===== src/rtl/indicator_pkg.sv =====
package indicator_pkg;

    // ----------------------------------------------------------------
    // Clock and timing
    // ----------------------------------------------------------------
    localparam int unsigned CLK_HZ          = 25_000_000;
    localparam int unsigned VERIFY_MAX_S    = 20;
    localparam int unsigned VERIFY_MAX_CYC  = VERIFY_MAX_S * CLK_HZ;
    localparam int unsigned VCNT_W          = 29;

    // ----------------------------------------------------------------
    // Structure and reset values
    // ----------------------------------------------------------------
    localparam int unsigned NCPU            = 2;
    localparam int unsigned OUTPUT_OFF_BIT  = 25215;
    localparam logic        LAMP_RST        = 1'b0;
    localparam logic [VCNT_W-1:0] VCNT_RST  = '0;

    // Start-up supervision of redundant operation.
    typedef enum logic [3:0] {
        ST_IDLE    = 4'b0001,
        ST_VERIFY  = 4'b0010,
        ST_RUNNING = 4'b0100,
        ST_STUCK   = 4'b1000
    } start_state_e;

    // Which processor holds control.
    typedef enum logic [1:0] {
        ACT_A = 2'b01,
        ACT_B = 2'b10
    } active_state_e;

    localparam active_state_e ACT_RST = ACT_A;
    localparam start_state_e  ST_RST  = ST_IDLE;

endpackage


===== src/rtl/cpu_status_if.sv =====
`timescale 1ns/100ps
`default_nettype none

interface cpu_status_if;
    logic ok;
    logic fatal;
    logic nonfatal;
    logic out_off;
    logic stop;
    logic run_lamp;
    logic err_lamp;
    logic alarm_lamp;
    logic inhb_lamp;
    logic halted;
    logic outs_off;

    modport unit (
        input  ok, fatal, nonfatal, out_off, stop,
        output run_lamp, err_lamp, alarm_lamp, inhb_lamp, halted, outs_off
    );

    modport sup (
        output ok, fatal, nonfatal, out_off, stop,
        input  run_lamp, err_lamp, alarm_lamp, inhb_lamp, halted, outs_off
    );
endinterface

`default_nettype wire


===== src/rtl/status_indicator_duplex_supervisor.sv =====
`timescale 1ns/100ps
`default_nettype none

module status_indicator_duplex_supervisor
    import indicator_pkg::*;
#(
    parameter int unsigned VERIFY_CYCLES = VERIFY_MAX_CYC
) (
    // Clock, reset, enable
    input  wire logic            clk_i,
    input  wire logic            srst_i,
    input  wire logic            ce_i,
    // Processor health
    input  wire logic [NCPU-1:0] cpu_ok_i,
    input  wire logic [NCPU-1:0] cpu_fatal_i,
    input  wire logic [NCPU-1:0] cpu_nonfatal_i,
    input  wire logic [NCPU-1:0] output_off_bit_i,
    input  wire logic [NCPU-1:0] cpu_fault_i,
    input  wire logic [NCPU-1:0] mem_fault_i,
    // Supervisor status
    input  wire logic            sup_ok_i,
    input  wire logic            sup_bus_fault_i,
    input  wire logic            duplex_start_i,
    input  wire logic            verify_done_i,
    input  wire logic            verify_mismatch_i,
    input  wire logic            exec_start_fail_i,
    input  wire logic            program_mode_i,
    // Processor lamps and controls
    output logic [NCPU-1:0]      run_lamp_o,
    output logic [NCPU-1:0]      fatal_lamp_o,
    output logic [NCPU-1:0]      alarm_lamp_o,
    output logic [NCPU-1:0]      output_inhibit_lamp_o,
    output logic [NCPU-1:0]      cpu_halt_o,
    output logic [NCPU-1:0]      outputs_off_o,
    // Supervisor lamps and controls
    output logic                 sup_run_lamp_o,
    output logic                 bus_error_lamp_o,
    output logic                 verify_mismatch_lamp_o,
    output logic [NCPU-1:0]      active_cpu_lamp_o,
    output logic                 cpu_run_lamp_o,
    output logic                 verification_pending_lamp_o,
    output logic                 program_lamp_o,
    output logic                 processor_error_lamp_o,
    output logic                 memory_error_lamp_o,
    output logic                 simplex_o
);

    // ----------------------------------------------------------------
    // Declarations
    // ----------------------------------------------------------------
    localparam logic [VCNT_W-1:0] VLIM = VCNT_W'(VERIFY_CYCLES - 1);
    logic                proc_err_q, proc_err_d;
    logic                mem_err_q, mem_err_d;
    logic                stop_all;
    logic [NCPU-1:0]     run_lamp;
    logic [NCPU-1:0]     halted;
    logic                bus_err_q, bus_err_d;
    logic                mism_q, mism_d;
    logic                sup_run_q, sup_run_d;
    logic                cpu_run_q, cpu_run_d;
    logic                prog_q, prog_d;
    logic                simplex_q, simplex_d;
    active_state_e       act_q, act_d;
    start_state_e        st_q, st_d;
    logic [VCNT_W-1:0]   vcnt_q, vcnt_d;
    logic                pend_q, pend_d;

    // ----------------------------------------------------------------
    // Processor and memory errors
    // ----------------------------------------------------------------
    // Both errors are held until reset and are registered with the
    // supervisor lamps. The next value is used so that the stop reaches
    // the processors in the same edge that lights the lamp.
    assign stop_all = proc_err_d | mem_err_d;

    // ----------------------------------------------------------------
    // Per-processor indicators
    // ----------------------------------------------------------------
    for (genvar i = 0; i < NCPU; i++) begin : g_cpu
        cpu_status_if cs ();
        assign cs.ok       = cpu_ok_i[i];
        assign cs.fatal    = cpu_fatal_i[i];
        assign cs.nonfatal = cpu_nonfatal_i[i];
        assign cs.out_off  = output_off_bit_i[i];
        assign cs.stop     = stop_all;
        cpu_indicator u_cpu (
            .clk_i  (clk_i),
            .srst_i (srst_i),
            .ce_i   (ce_i),
            .u      (cs.unit)
        );
        assign run_lamp[i]              = cs.run_lamp;
        assign halted[i]                = cs.halted;
        assign run_lamp_o[i]            = cs.run_lamp;
        assign fatal_lamp_o[i]          = cs.err_lamp;
        assign alarm_lamp_o[i]          = cs.alarm_lamp;
        assign output_inhibit_lamp_o[i] = cs.inhb_lamp;
        assign cpu_halt_o[i]            = cs.halted;
        assign outputs_off_o[i]         = cs.outs_off;
    end

    // ----------------------------------------------------------------
    // Supervisor lamps
    // ----------------------------------------------------------------
    // Bus fault and program mismatch are held: simplex operation stays
    // in force until reset restores redundant operation.
    always_comb begin
        proc_err_d = proc_err_q;
        mem_err_d  = mem_err_q;
        bus_err_d = bus_err_q;
        mism_d    = mism_q;
        sup_run_d = sup_run_q;
        cpu_run_d = cpu_run_q;
        prog_d    = prog_q;
        simplex_d = simplex_q;
        if (ce_i) begin
            proc_err_d = proc_err_q | (|cpu_fault_i);
            mem_err_d  = mem_err_q | (|mem_fault_i);
            bus_err_d = bus_err_q | sup_bus_fault_i;
            mism_d    = mism_q | verify_mismatch_i;
            sup_run_d = sup_ok_i & ~bus_err_d & ~mism_d;
            cpu_run_d = (&run_lamp) & ~stop_all;
            prog_d    = program_mode_i;
            simplex_d = bus_err_d | mism_d | (|halted);
        end
    end

    always_ff @(posedge clk_i) begin
        if (srst_i) begin
            proc_err_q <= LAMP_RST;
            mem_err_q  <= LAMP_RST;
            bus_err_q <= LAMP_RST;
            mism_q    <= LAMP_RST;
            sup_run_q <= LAMP_RST;
            cpu_run_q <= LAMP_RST;
            prog_q    <= LAMP_RST;
            simplex_q <= LAMP_RST;
        end else begin
            proc_err_q <= proc_err_d;
            mem_err_q  <= mem_err_d;
            bus_err_q <= bus_err_d;
            mism_q    <= mism_d;
            sup_run_q <= sup_run_d;
            cpu_run_q <= cpu_run_d;
            prog_q    <= prog_d;
            simplex_q <= simplex_d;
        end
    end

    // ----------------------------------------------------------------
    // Active processor
    // ----------------------------------------------------------------
    // Control moves only to a processor that is itself still running,
    // so a double failure leaves the indication where it was.
    always_comb begin
        act_d = act_q;
        if (ce_i) begin
            unique case (act_q)
                ACT_A: begin
                    if (halted[0] && !halted[1]) begin
                        act_d = ACT_B;
                    end
                end
                ACT_B: begin
                    if (halted[1] && !halted[0]) begin
                        act_d = ACT_A;
                    end
                end
                default: begin
                    act_d = ACT_RST;
                end
            endcase
        end
    end

    always_ff @(posedge clk_i) begin
        if (srst_i) begin
            act_q <= ACT_RST;
        end else begin
            act_q <= act_d;
        end
    end

    // ----------------------------------------------------------------
    // Start-up verification
    // ----------------------------------------------------------------
    // A verification that never reports is caught by the time limit and
    // treated as a failed start, so the lamp cannot hang in between.
    always_comb begin
        st_d   = st_q;
        vcnt_d = vcnt_q;
        pend_d = pend_q;
        if (ce_i) begin
            unique case (st_q)
                ST_IDLE, ST_RUNNING, ST_STUCK: begin
                    if (duplex_start_i) begin
                        st_d   = ST_VERIFY;
                        vcnt_d = VCNT_RST;
                    end
                end
                ST_VERIFY: begin
                    vcnt_d = vcnt_q + 1'b1;
                    if (exec_start_fail_i || sup_bus_fault_i) begin
                        st_d = ST_STUCK;
                    end else if (verify_done_i) begin
                        st_d = ST_RUNNING;
                    end else if (vcnt_q == VLIM) begin
                        st_d = ST_STUCK;
                    end
                end
                default: begin
                    st_d = ST_RST;
                end
            endcase
            pend_d = (st_d == ST_VERIFY) || (st_d == ST_STUCK);
        end
    end

    always_ff @(posedge clk_i) begin
        if (srst_i) begin
            st_q   <= ST_RST;
            vcnt_q <= VCNT_RST;
            pend_q <= LAMP_RST;
        end else begin
            st_q   <= st_d;
            vcnt_q <= vcnt_d;
            pend_q <= pend_d;
        end
    end

    // ----------------------------------------------------------------
    // Outputs
    // ----------------------------------------------------------------
    assign sup_run_lamp_o              = sup_run_q;
    assign bus_error_lamp_o            = bus_err_q;
    assign verify_mismatch_lamp_o      = mism_q;
    assign active_cpu_lamp_o           = act_q;
    assign cpu_run_lamp_o              = cpu_run_q;
    assign verification_pending_lamp_o = pend_q;
    assign program_lamp_o              = prog_q;
    assign processor_error_lamp_o      = proc_err_q;
    assign memory_error_lamp_o         = mem_err_q;
    assign simplex_o                   = simplex_q;
endmodule

`default_nettype wire


===== src/rtl/cpu_indicator.sv =====
`timescale 1ns/100ps
`default_nettype none

module cpu_indicator
    import indicator_pkg::*;
(
    // Clock, reset, enable
    input  wire logic    clk_i,
    input  wire logic    srst_i,
    input  wire logic    ce_i,
    // Processor status and lamps
    cpu_status_if.unit   u
);

    // ----------------------------------------------------------------
    // Processor lamps
    // ----------------------------------------------------------------
    logic run_q, run_d;
    logic err_q, err_d;
    logic alarm_q, alarm_d;
    logic inhb_q, inhb_d;
    logic halt_q, halt_d;
    logic off_q, off_d;

    // A fatal error is held until reset, as the processor stays stopped.
    always_comb begin
        run_d   = run_q;
        err_d   = err_q;
        alarm_d = alarm_q;
        inhb_d  = inhb_q;
        halt_d  = halt_q;
        off_d   = off_q;
        if (ce_i) begin
            err_d   = err_q | u.fatal;
            halt_d  = err_d | u.stop;
            run_d   = u.ok & ~halt_d;
            alarm_d = u.nonfatal;
            inhb_d  = u.out_off;
            off_d   = err_d | u.out_off;
        end
    end

    always_ff @(posedge clk_i) begin
        if (srst_i) begin
            run_q   <= LAMP_RST;
            err_q   <= LAMP_RST;
            alarm_q <= LAMP_RST;
            inhb_q  <= LAMP_RST;
            halt_q  <= LAMP_RST;
            off_q   <= LAMP_RST;
        end else begin
            run_q   <= run_d;
            err_q   <= err_d;
            alarm_q <= alarm_d;
            inhb_q  <= inhb_d;
            halt_q  <= halt_d;
            off_q   <= off_d;
        end
    end

    assign u.run_lamp   = run_q;
    assign u.err_lamp   = err_q;
    assign u.alarm_lamp = alarm_q;
    assign u.inhb_lamp  = inhb_q;
    assign u.halted     = halt_q;
    assign u.outs_off   = off_q;
endmodule

`default_nettype wire


===== config.mk =====
export PLATFORM = sky130hd
export DESIGN_NAME = status_indicator_duplex_supervisor
export DESIGN_NICKNAME = d
export VERILOG_FILES = /design/src/rtl/indicator_pkg.sv /design/src/rtl/cpu_status_if.sv /design/src/rtl/status_indicator_duplex_supervisor.sv /design/src/rtl/cpu_indicator.sv
export SDC_FILE = /design/constraint.sdc
export NUM_CORES = 1
export LEC_CHECK = 0
export BUFFER_PORTS_ARGS = -buffer_cell sky130_fd_sc_hd__buf_2
export CAP_MARGIN = 20
export CORE_ASPECT_RATIO = 0.5
export CORE_MARGIN = 1.5
export CORE_UTILIZATION = 35
export DETAILED_ROUTE_END_ITERATION = 16
export GPL_ROUTABILITY_DRIVEN = 0
export SYNTH_ARGS = -nofsm -noshare
export SYNTH_HDL_FRONTEND = slang
export SYNTH_HIERARCHICAL = 1
export SYNTH_SLANG_ARGS = --single-unit

===== constraint.sdc =====
create_clock -name clk_i -period 1.96 [get_ports clk_i]
set_input_delay 0.392 -clock clk_i [delete_from_list [all_inputs] [get_ports clk_i]]
set_output_delay 0.392 -clock clk_i [all_outputs]
set_load 0.1 [all_outputs]

# After elaboration in Yosys (flattened, before gate mapping)
# Cells that the tools add are included.
[word_totals]
elab_cells = 87
mem_bits_ro = 0
n_memories = 0
out_inout_bits = 23
reg_bits = 56
inputBits = 22
mem_bits_rw = 0
latch_bits = 0
[op_classes]
addsub = 1
n_mux = 13
n_eq_ne = 12
n_reduce_logical = 14
magnitude_cmp = 0
n_div = 0
n_shift = 0
mul = 0
n_bitwise = 23
[op_table]
columns = ["operator", "count"]
rows = [
  ["one-hot mux 29 bit (2 select lines)", 1],
  ["adder 29 x 1 -> 29 bit (second input constant)", 1],
  ["equality test 29 bit (second input constant)", 1],
  ["two-way mux 29 bit", 1],
  ["two-way mux 4 bit", 5],
  ["bitwise OR 1 bit", 13],
  ["equality test 4 x 2 -> 1 bit (second input constant)", 2],
  ["equality test 4 bit (second input constant)", 2],
  ["one-hot mux 4 bit (2 select lines)", 1],
  ["inequality test 2 bit (second input constant)", 3],
  ["AND reduction 3 bit", 2],
  ["OR reduction 2 bit", 3],
  ["AND 1 bit", 5],
  ["inverter 1 bit", 5],
  ["equality test 4 x 1 -> 1 bit (second input constant)", 1],
  ["equality test 4 x 3 -> 1 bit (second input constant)", 1],
  ["two-way mux 2 bit", 2],
  ["one-hot mux 2 bit (2 select lines)", 1],
  ["OR reduction 3 bit", 1],
  ["equality test 2 x 1 -> 1 bit (second input constant)", 1],
  ["equality test 2 bit (second input constant)", 1],
  ["logical AND 1 bit", 2],
  ["logical NOT 1 bit", 2],
  ["logical OR 1 bit", 2],
  ["3 further kinds", 4],
]

# Logic depth before layout (Yosys ltp)
# Gate-level depths: netlist of run 1.
[depth]
depth_word = 8
mapped_depth = 8
depth_no_buf = 6

# By module
# The synthesis of run 1 kept the hierarchy.
[modules_own_cells]
columns = ["mod", "cells_per_inst", "seq_area_each_um2", "area_per_inst_um2", "instances"]
rows = [
  ["status_indicator_duplex_supervisor", 271, 880.8, 2264.7, 1],
  ["cpu_indicator", 23, 120.1, 225.2, 2],
]

# Least setup slack after synthesis of run 1
# OpenSTA, ideal clock, no wires.
[synth_timing]
path_type = "register to register"
start = "register st_q[0]"
end = "register vcnt_q[15]"
setup_slack_ns = 0.161
setup_ns = 0.070
path_stages_with_launch = 7
t_required_ns = 1.890
arrival_time_ns = 1.729
synth_period_minus_slack_ns = 1.799
path_cell_list = "dfxtp_1 -> buf_2 -> nor2b_1 -> nand3_1 -> a2111o_1 -> or3_1 -> a21oi_1"
[synth_via]
elab_chain_len = 4
word_cells_on_any_way = 9
[synth_rtl]
columns = ["element", "line", "source"]
rows = [
  ["start: declaration", "status_indicator_duplex_supervisor.sv:64", "start_state_e st_q, st_d;"],
  ["start signal: assignment", "status_indicator_duplex_supervisor.sv:225", "st_q <= st_d;"],
  ["equality test 4 x 1 -> 1 bit (tied with other cells)", "status_indicator_duplex_supervisor.sv:194", "unique case (st_q)"],
  ["OR reduction 3 bit", "status_indicator_duplex_supervisor.sv:194", ""],
  ["inequality test 2 bit (no line) / nonzero test 2 bit (equally long branches)", "n/a", ""],
  ["AND reduction 3 bit (no line)", "n/a", ""],
  ["end signal: assignment", "status_indicator_duplex_supervisor.sv:226", "vcnt_q <= vcnt_d;"],
  ["end: declaration", "status_indicator_duplex_supervisor.sv:65", "logic [VCNT_W-1:0] vcnt_q, vcnt_d;"],
]
# Parallel ways exist; a longest one is shown, timed or not.
# A chain may end at the register's enable or synchronous reset.

# Final worst setup path of run 1
[layout_timing]
start = "register st_q[2]"
end = "register vcnt_q[15]"
# Same word-level chain as after synthesis.

==> impl_metrics.ini, run 1 <==
[timing]
setup_viol = 0
fmax_mhz = 528.8
relSlewSlack = 0.6365
whs_ps = 329.0
hold_violations = 0
tns_ps = 0
worstMarginPinSlew_ps = 531.6
final_max_slew_viol_count = 0
post-route-min-period_ps = 1891
grt_setup_unrepaired = yes
finClkSkew_ps = 9.308
post-route-period-util = 0.9648

[setup_path]
crit_path_max_fanout = 6
criticalPathCategory = reg -> reg
reg2reg_depth = 6
cp.arrival_ps = 2120
endpoint_kind = flop
required_ps = 2190
critPathLaunchType = flop

[yosys]
synthMuxAreaShare = 0.02212
synth_edf_count = 0
synth_nets = 340
synth_top_family_by_area = simple AND/OR/NAND/NOR gates
yosys.area_share.simple = 0.2493
synth-xor-area-share = 0.04147
synth_fa_ha_area_frac = 0.004608
async_flop_share = 0
netlist-cell-type-count = 52
syn_area_per_cell_um2 = 8.565
yosys_warnings = 6
synth-compound-area-share = 0.2000
yosysSeqAreaShare = 0.4129
syn_area_um2 = 2715
synth_ff_type = dfxtp_1
ys_ff_latch = 56
postSynthCellCount = 317

[global_routing]
track_usage = 0.1594
grt_max_degree = 30
grt_antenna_before_repair = 0
grt-ovfl-total = 0
grt_pass1_vias = 2303
grt_pass1_wl_mm = 10.63

[floorplan]
core_area_um2 = 7432
rows = 22
die_y_um = 65.28
fp.dieArea_um2 = 8327
initial_core_util = 0.3653
io_pins = 45
die_w_um = 127.6

[layout]
seq_area_um2 = 1129
drive_gt1_frac = 0.2411
antenna_cells = 0
area_growth_pct = 19.63
nFillCells = 756
design_area_um2 = 3248
nNetsFinal = 387
multiInputGateArea_um2 = 1449

[detailed_routing]
dr.pass1.iters = 4
routedWlPerCell_um = 13.73
drc_errors = 0
viasPerCell = 5.438
antenna_left = 0
drt-total-wl_mm = 6.331
vias = 2507
drtIter0Drc = 121

[power]
power_density_nw_per_um2 = 768.1
max-vdd-ir-drop_v = 0.0004183
p_leak_nw = 1.192

[clocking]
clockBufferDepth = 2
htree_levels = 2
clk-insertion-delay-late_ps = 300
path_clk_slew_ps = 80
cts-root-buf = clkbuf_16
clock_sinks = 56
cts_buffers = 5
cts_tree = built

[outcome]
status = finished, final reports clean

[flow_run]
drv_cap = 0

[placement]
placed_area_um2 = 3024
hpwl_mm = 4.577
numPortBuffers = 44

[worst_hold_path]
min_path_cells = 3
holdCritPathClass = in -> reg
synth_stat cells (all sizes together), types with 2 or more instances:
library cell | n | area, um^2
a21oi | 33 | 165.2
and3 | 4 | 25.02
o31ai | 6 | 45.04
nand3 | 15 | 75.07
nand4 | 7 | 43.79
or4 | 5 | 37.54
clkbuf | 3 | 11.26
nand2 | 16 | 60.06
o2111ai | 5 | 73.83
nor2b | 3 | 18.77
dfxtp | 56 | 1121
nor4 | 4 | 25.02
nand2b | 8 | 50.05
o41ai | 2 | 17.52
nor3 | 7 | 40.04
nor2 | 39 | 146.4
a41o | 2 | 20.02
mux2i | 6 | 60.06
nor3b | 2 | 15.01
and2 | 2 | 12.51
inv | 6 | 22.52
buf | 22 | 155.2
nand3b | 2 | 15.01
o21ai | 17 | 88.83
a211oi | 6 | 45.04
xnor2 | 6 | 52.55
or3 | 10 | 62.56
xor2 | 6 | 60.06
and4 | 3 | 26.28
worst paths after layout:
kind	startpoint	end	slack (ps)
max	st_q[2]$_SDFFE_PP0P_	vcnt_q[15]$_SDFFE_PP0P_	70
max reg2reg	st_q[2]$_SDFFE_PP0P_	vcnt_q[15]$_SDFFE_PP0P_	70
min reg2reg	memory_error_lamp_o$_SDFF_PP0_	memory_error_lamp_o$_SDFF_PP0_	470
min	cpu_nonfatal_i[0]	g_cpu[0].u_cpu/u.alarm_lamp$_SDFFE_PP0P_	330
kinds of logic after synthesis:
group                    after synthesis
buffers and inverters                 31
XOR/XNOR                              12
multiplexers                           6
adder cells (fa/ha/maj)                1
AND/OR/NAND/NOR                      130
AO/OA/AOI/OAI                         81
flip-flops                            56
metal layers:
layer  global-route usage  wire, um
met1               0.2012      3066
met2               0.2716      2935
met3              0.03990       277
met4              0.04830        51
met5                    0         0
flip-flops by register name, summed over array words and instances (netlist names), 2 cells and up:
name / cells
g_cpu.u_cpu/u.run_lamp: 2
g_cpu.u_cpu/u.err_lamp: 2
g_cpu.u_cpu/u.halted: 2
g_cpu.u_cpu/u.outs_off: 2
st_q: 4
g_cpu.u_cpu/u.alarm_lamp: 2
active_cpu_lamp_o: 2
g_cpu.u_cpu/u.inhb_lamp: 2
vcnt_q: 29
layout make-up:
class	count	share of cell area
Inverter	6	0.006934
Clock inverter	3	0.007704
Multi-Input combinational cell	230	0.4461
Timing Repair Buffer	65	0.1163
Tap cell	96	0.03698
Sequential cell	56	0.3475
Clock buffer	5	0.03852
through the flow:
step | util | total power [mW] | std cells | worst slack [ps]
floorplan | - | 1.541 | 317 | 161.2
global placement | 0.4069 | 1.599 | 450 | 73.42
detailed placement | 0.4069 | 1.608 | 450 | 21.59
CTS | 0.4271 | 2.522 | 458 | 5.276
global route | 0.4370 | 2.607 | 461 | -23.63
finish | 0.4370 | 2.495 | 461 | 69.09
what timing repair did:
| action | CTS | global route |
|---|---|---|
| setup endpoints to repair | 0 | 16 |
| gates resized for setup | 0 | 13 |
| hold buffers | 0 | 0 |
| buffers inserted | 0 | 3 |
| endpoints found under the hold margin | 0 | 0 |
critical path: stages, from the launching register on:
cell and delay, ps:
dfxtp_4 390, xor2_2 160, buf_4 150, o2111ai_4 110
a2111o_1 510, or3_1 380, a21oi_2 120
layout by cell type, fill, tap and decap left out, types with 3 or more instances in the layout:
cell and instances:
a211oi_1 6, a21oi_1 31, and3_1 3, and4_1 3, buf_2 44, buf_4 21
clkbuf_16 5, dfxtp_1 54, inv_1 6, mux2i_1 6, nand2_1 16, nand2b_1 8
nand3_1 15, nand4_1 7, nor2_1 39, nor2b_1 3, nor3_1 6, nor4_1 4
o2111ai_4 3, o21ai_0 15, o31ai_1 6, or3_1 10, or4_1 5, xnor2_1 6
xor2_1 5
report_power, final:
group	internal, mW	switching (mW)
clock network	0.484	0.430
registers	1.16	0.0282
logic	0.0861	0.303
total	1.73	0.760
Note: power is estimated with default switching activity, not from simulation.
==> inputs of run 2 (changes only) <==
CORE_UTILIZATION = 40   (was 35)
==> run 2 against run 1 <==
Compared with the run above:
- critical endpoint is now vcnt_q[17]$_SDFFE_PP0P_
- register-to-register slack hardly changed
- critical path type unchanged
- largest cell class unchanged
- total power hardly changed
- sequential share of layout area is 0.12 points higher
- utilization is 7.7 points higher
- via count is 0.52% lower
==> impl_metrics.ini, run 2 (synthesis gave the netlist of run 1 again) <==
[outcome]
status = finished, final reports clean

[power]
swShare = 0.2938
power.net_switching_uw = 732.9
p_leak_nw = 1.193
power_density_nw_per_um2 = 769.8
max-vdd-ir-drop_v = 0.0004279
seq_power_share = 0.477
internal-power_mw = 1.762
power.share.clock = 0.367
pwr-share-comb = 0.156

[timing]
tns_ps = 0
finClkSkew_ps = 5.144
whs_ps = 338.7
worstMarginPinSlew_ps = 526.2
relSlewSlack = 0.6401
post-route-period-util = 0.9684
hold_violations = 0
post-route-min-period_ps = 1898
final_max_slew_viol_count = 0
fmax_mhz = 526.9
setup_viol = 0
grt_setup_unrepaired = yes

[worst_hold_path]
hold_path.startpoint = cpu_nonfatal_i[0]
holdCritPathClass = in -> reg

[setup_path]
criticalPathCategory = reg -> reg
crit_buf_inv = 1
regToRegStartpoint = st_q[2]$_SDFFE_PP0P_
startpoint = st_q[2]$_SDFFE_PP0P_
critPathLaunchType = flop
required_ps = 2190
critPathSlowestCell = a2111o_1
crit_path_max_fanout = 6
path_delay_family = compound AO/OA/AOI/OAI gates
endpoint_kind = flop
cp.arrival_ps = 2120
crit_chain = xor2_2 -> buf_4 -> o2111ai_4 -> a2111o_1 -> or3_4 -> a21oi_2
cpPeakStageDelay_ps = 530

[clocking]
clk-insertion-delay-late_ps = 290
cts_buffers = 5
cts-root-buf = clkbuf_16
path_clk_slew_ps = 70
cts_tree = built
clockBufferDepth = 2
clock_sinks = 56
htree_levels = 2

[detailed_routing]
drc_errors = 0
drt-total-wl_mm = 6.271
viasPerCell = 5.506
vias = 2494
drtIter0Drc = 98
dr.pass1.iters = 4
routedWlPerCell_um = 13.84
antenna_left = 0

[layout]
reg_top3 = vcnt_q: 29 flops, st_q: 4 flops
final_common_cell = dfxtp_1
nFillCells = 633
largest_register_ffs = 29
largest_register = vcnt_q
drive_gt1_frac = 0.2384
nNetsFinal = 387
antenna_cells = 0
seq_area_um2 = 1130
multiInputGateArea_um2 = 1450
final_cell_mix = dfxtp_1 (53), buf_2 (44), nor2_1 (38)
area_growth_pct = 19.35

[global_routing]
grt-ovfl-total = 0
grt_pass1_vias = 2284
grt_pass1_wl_mm = 10.20
track_usage = 0.1735
grt_max_degree = 42
grt_antenna_before_repair = 0

[floorplan]
initial_core_util = 0.4306
core_area_um2 = 6306
fp.dieArea_um2 = 7321
rows = 20
io_pins = 45
die_w_um = 119.5
die_y_um = 61.26

[placement]
hpwl_mm = 4.421
numPortBuffers = 44

[flow_run]
drv_cap = 0
run 2: worst paths after layout:
| check | endpoint | cells past startpoint | slack [ps] |
|---|---|---|---|
| max | vcnt_q[17]$_SDFFE_PP0P_ | 6 | 60 |
| min | g_cpu[0].u_cpu/u.alarm_lamp$_SDFFE_PP0P_ | 3 | 340 |
| max reg2reg | vcnt_q[17]$_SDFFE_PP0P_ | 6 | 60 |
| min reg2reg | verification_pending_lamp_o$_SDFFE_PP0P_ | 2 | 470 |
run 2: timing repair:
action                                  4_1_cts  5_1_grt
resized for setup                             1       12
hold buffers                                  0        0
pin swaps                                     0        4
setup buffers                                 0        2
gates cloned                                  0        0
endpoints found under the setup margin        1       14
run 2: power groups by stage:
stage / Combinational (mW) / Clock, mW / Sequential, mW
final: 0.388 / 0.915 / 1.19
after global routing: 0.409 / 0.966 / 1.20
after CTS: 0.387 / 0.936 / 1.19
after detailed placement: 0.387 / 0 / 1.22
after global placement: 0.383 / 0 / 1.22
after floorplan: 0.239 / 0 / 1.30
run 2: tightest hold or removal path, stage by stage:
cell and delay, ps:
buf_2 70, mux2i_1 50, nor2_1 80
run 2: per-stage QoR:
stage               cell area (um^2)  total power [mW]  cells  utilization  setup slack (ps)
global placement                3022             1.601    443       0.4792             41.71
CTS                             3176             2.517    451       0.5036             8.618
global route                    3241             2.571    453       0.5139            -35.82
finish                          3241             2.495    453       0.5139             61.98
floorplan                       2715             1.541    317            -             161.2
detailed placement              3022             1.606    443       0.4792           -0.2394
run 2: area by class of cell:
| class | count | area share |
|---|---|---|
| clock inverter | 1 | 0.002317 |
| timing repair buffer | 65 | 0.1166 |
| sequential | 56 | 0.3486 |
| multi-input combinational | 230 | 0.4475 |
| clock buffer | 7 | 0.04402 |
| tap | 88 | 0.03398 |
| inverter | 6 | 0.006950 |
run 2: metal layers:
metal | up-vias | part of all wire | track usage
met3 | 7 | 0.063 | 0.04259
met5 | - | 0 | 0
met4 | 0 | 0.0092 | 0.04082
met1 | 1176 | 0.47 | 0.2224
met2 | 72 | 0.45 | 0.3054
li1 | 1239 | - | -
==> inputs of run 3 (changes only) <==
clock period = 2 ns   (was 1.96 ns; I/O delays follow)
==> run 3 against run 2 <==
Compared with the run above:
- die area is the same
- total power shrank 2.1%
- sequential power is essentially flat
- combinational power shrank 2%
- register-to-register slack gained 70 ps
- global-route usage grew 0.24 points
- count of clock-buffer cells in the layout shrank 2
- sequential share of layout area grew 0.38 points
- utilization shrank 0.83 points
- clock power shrank 2.5%
- critical path type unchanged
- largest power group unchanged
- highest routed layer unchanged
==> impl_metrics.ini, run 3 (synthesis gave the netlist of run 1 again) <==
[setup_path]
endpoint_kind = flop
criticalPathCategory = reg -> reg
critPathLaunchType = flop
cpPeakStageDelay_ps = 460
cp.arrival_ps = 2090
critPathSlowestCell = dfxtp_1
crit_chain = buf_4 -> o2111a_2 -> o2111ai_2 -> or3_1 -> a21oi_1
crit_path_max_fanout = 8
required_ps = 2220

[layout]
final_cell_mix = dfxtp_1 (54), buf_2 (44), nor2_1 (38)
largest_register = vcnt_q
nNetsFinal = 384
area_growth_pct = 17.42
stdcell_count = 450
finish.utilization = 0.5056
reg_top3 = vcnt_q: 29 flops, st_q: 4 flops
largest_register_ffs = 29
antenna_cells = 0
drive_gt1_frac = 0.2238
nFillCells = 611
final_common_cell = dfxtp_1

[placement]
numPortBuffers = 44
hpwl_mm = 4.387
pre_cts_slack_ps = -4.714
dp_cells = 442

[timing]
worstMarginPinSlew_ps = 483.0
finClkSkew_ps = 11.90
finalWorstSetupSlack_ps = 128.2
setup_viol = 0
relSlewSlack = 0.6697
post-route-min-period_ps = 1872
post-route-period-util = 0.9359
whs_ps = 341.0
hold_violations = 0
final_max_slew_viol_count = 0
fmax_mhz = 534.2

[clocking]
path_clk_slew_ps = 80
clockBufferDepth = 2
htree_levels = 2
cts_buffers = 5
clock_sinks = 56
cts_setup_buffers = 0
clk-insertion-delay-late_ps = 300
cts_tree = built
cts-root-buf = clkbuf_16

[power]
power_density_nw_per_um2 = 766.1
max-vdd-ir-drop_v = 0.0003587
power.total_mw = 2.443
p_leak_nw = 1.179
swShare = 0.3047
pwr-share-comb = 0.156
internal-power_mw = 1.698
seq_power_share = 0.479
power.share.clock = 0.365
power.net_switching_uw = 744.2

[detailed_routing]
drt-total-wl_mm = 6.158
antenna_left = 0
routedWlPerCell_um = 13.68
viasPerCell = 5.442
drc_errors = 0
drtIter0Drc = 184
dr.pass1.iters = 4
vias = 2449

[floorplan]
die_y_um = 61.26
die_w_um = 119.5
io_pins = 45
initial_core_util = 0.4306
fp.dieArea_um2 = 7321
rows = 20
core_area_um2 = 6306

[global_routing]
track_usage = 0.1758
grt-ovfl-total = 0
grt_pass1_vias = 2202
grt_antenna_before_repair = 0
grt_max_degree = 42
grt_pass1_wl_mm = 10.26

[worst_hold_path]
holdCritPathClass = in -> reg

[flow_run]
drv_cap = 0

[outcome]
status = finished, final reports clean
## run 3: power by group through the flow
stage | Sequential (mW) | Combinational [mW] | Clock (mW)
CTS | 1.17 | 0.381 | 0.911
detailed placement | 1.19 | 0.381 | 0
global placement | 1.19 | 0.375 | 0
global route | 1.17 | 0.401 | 0.950
finish | 1.17 | 0.380 | 0.892
floorplan | 1.28 | 0.234 | 0
## run 3: per-stage QoR
stage | instance area (um^2) | TNS, ps
4_1_cts | 3162 | 0
5_1_grt | 3188 | -6.528
2_1_floorplan | 2715 | 0
3_5_place_dp | 3014 | -4.714
3_3_place_gp | 3014 | 0
6_report | 3188 | 0
## run 3: cell type report
class	count	area, um^2	share of cell area
clock buffers	5	125.1	0.03925
clock inverters	3	22.52	0.007064
inverters	6	22.52	0.007064
multi-input cells	230	1429	0.4482
flip-flops and latches	56	1124	0.3524
well taps	88	110.1	0.03454
repair buffers	62	355.3	0.1115
## run 3: timing repair
action                     4_1_cts  5_1_grt
hold endpoints to repair         0        0
resized for setup                0        6
setup endpoints to repair        0       11
hold buffers                     0        0
## run 3: final timing paths
check / start / slack (ps) / depth (start not counted) / endpoint
worst min-delay path: program_mode_i / 340 / 3 / program_lamp_o$_SDFFE_PP0P_
worst max-delay path: st_q[0]$_SDFFE_PP1P_ / 130 / 5 / vcnt_q[23]$_SDFFE_PP0P_
worst min register to register: verification_pending_lamp_o$_SDFFE_PP0P_ / 470 / 2 / verification_pending_lamp_o$_SDFFE_PP0P_
worst max register to register: st_q[0]$_SDFFE_PP1P_ / 130 / 5 / vcnt_q[23]$_SDFFE_PP0P_
## run 3: critical path, delay by kind of cell (launching register included)
kind | cells | cell delay (ps)
simple gates | 1 | 410
flops | 1 | 460
buf+inv | 1 | 190
compound gates | 3 | 750
## run 3: metal layers
metal,GRT usage,up-vias,share of wire
met5,0,-,0
met4,0.04592,0,0.0076
met3,0.04722,7,0.055
met2,0.2947,57,0.45
met1,0.2317,1147,0.48
li1,-,1238,-
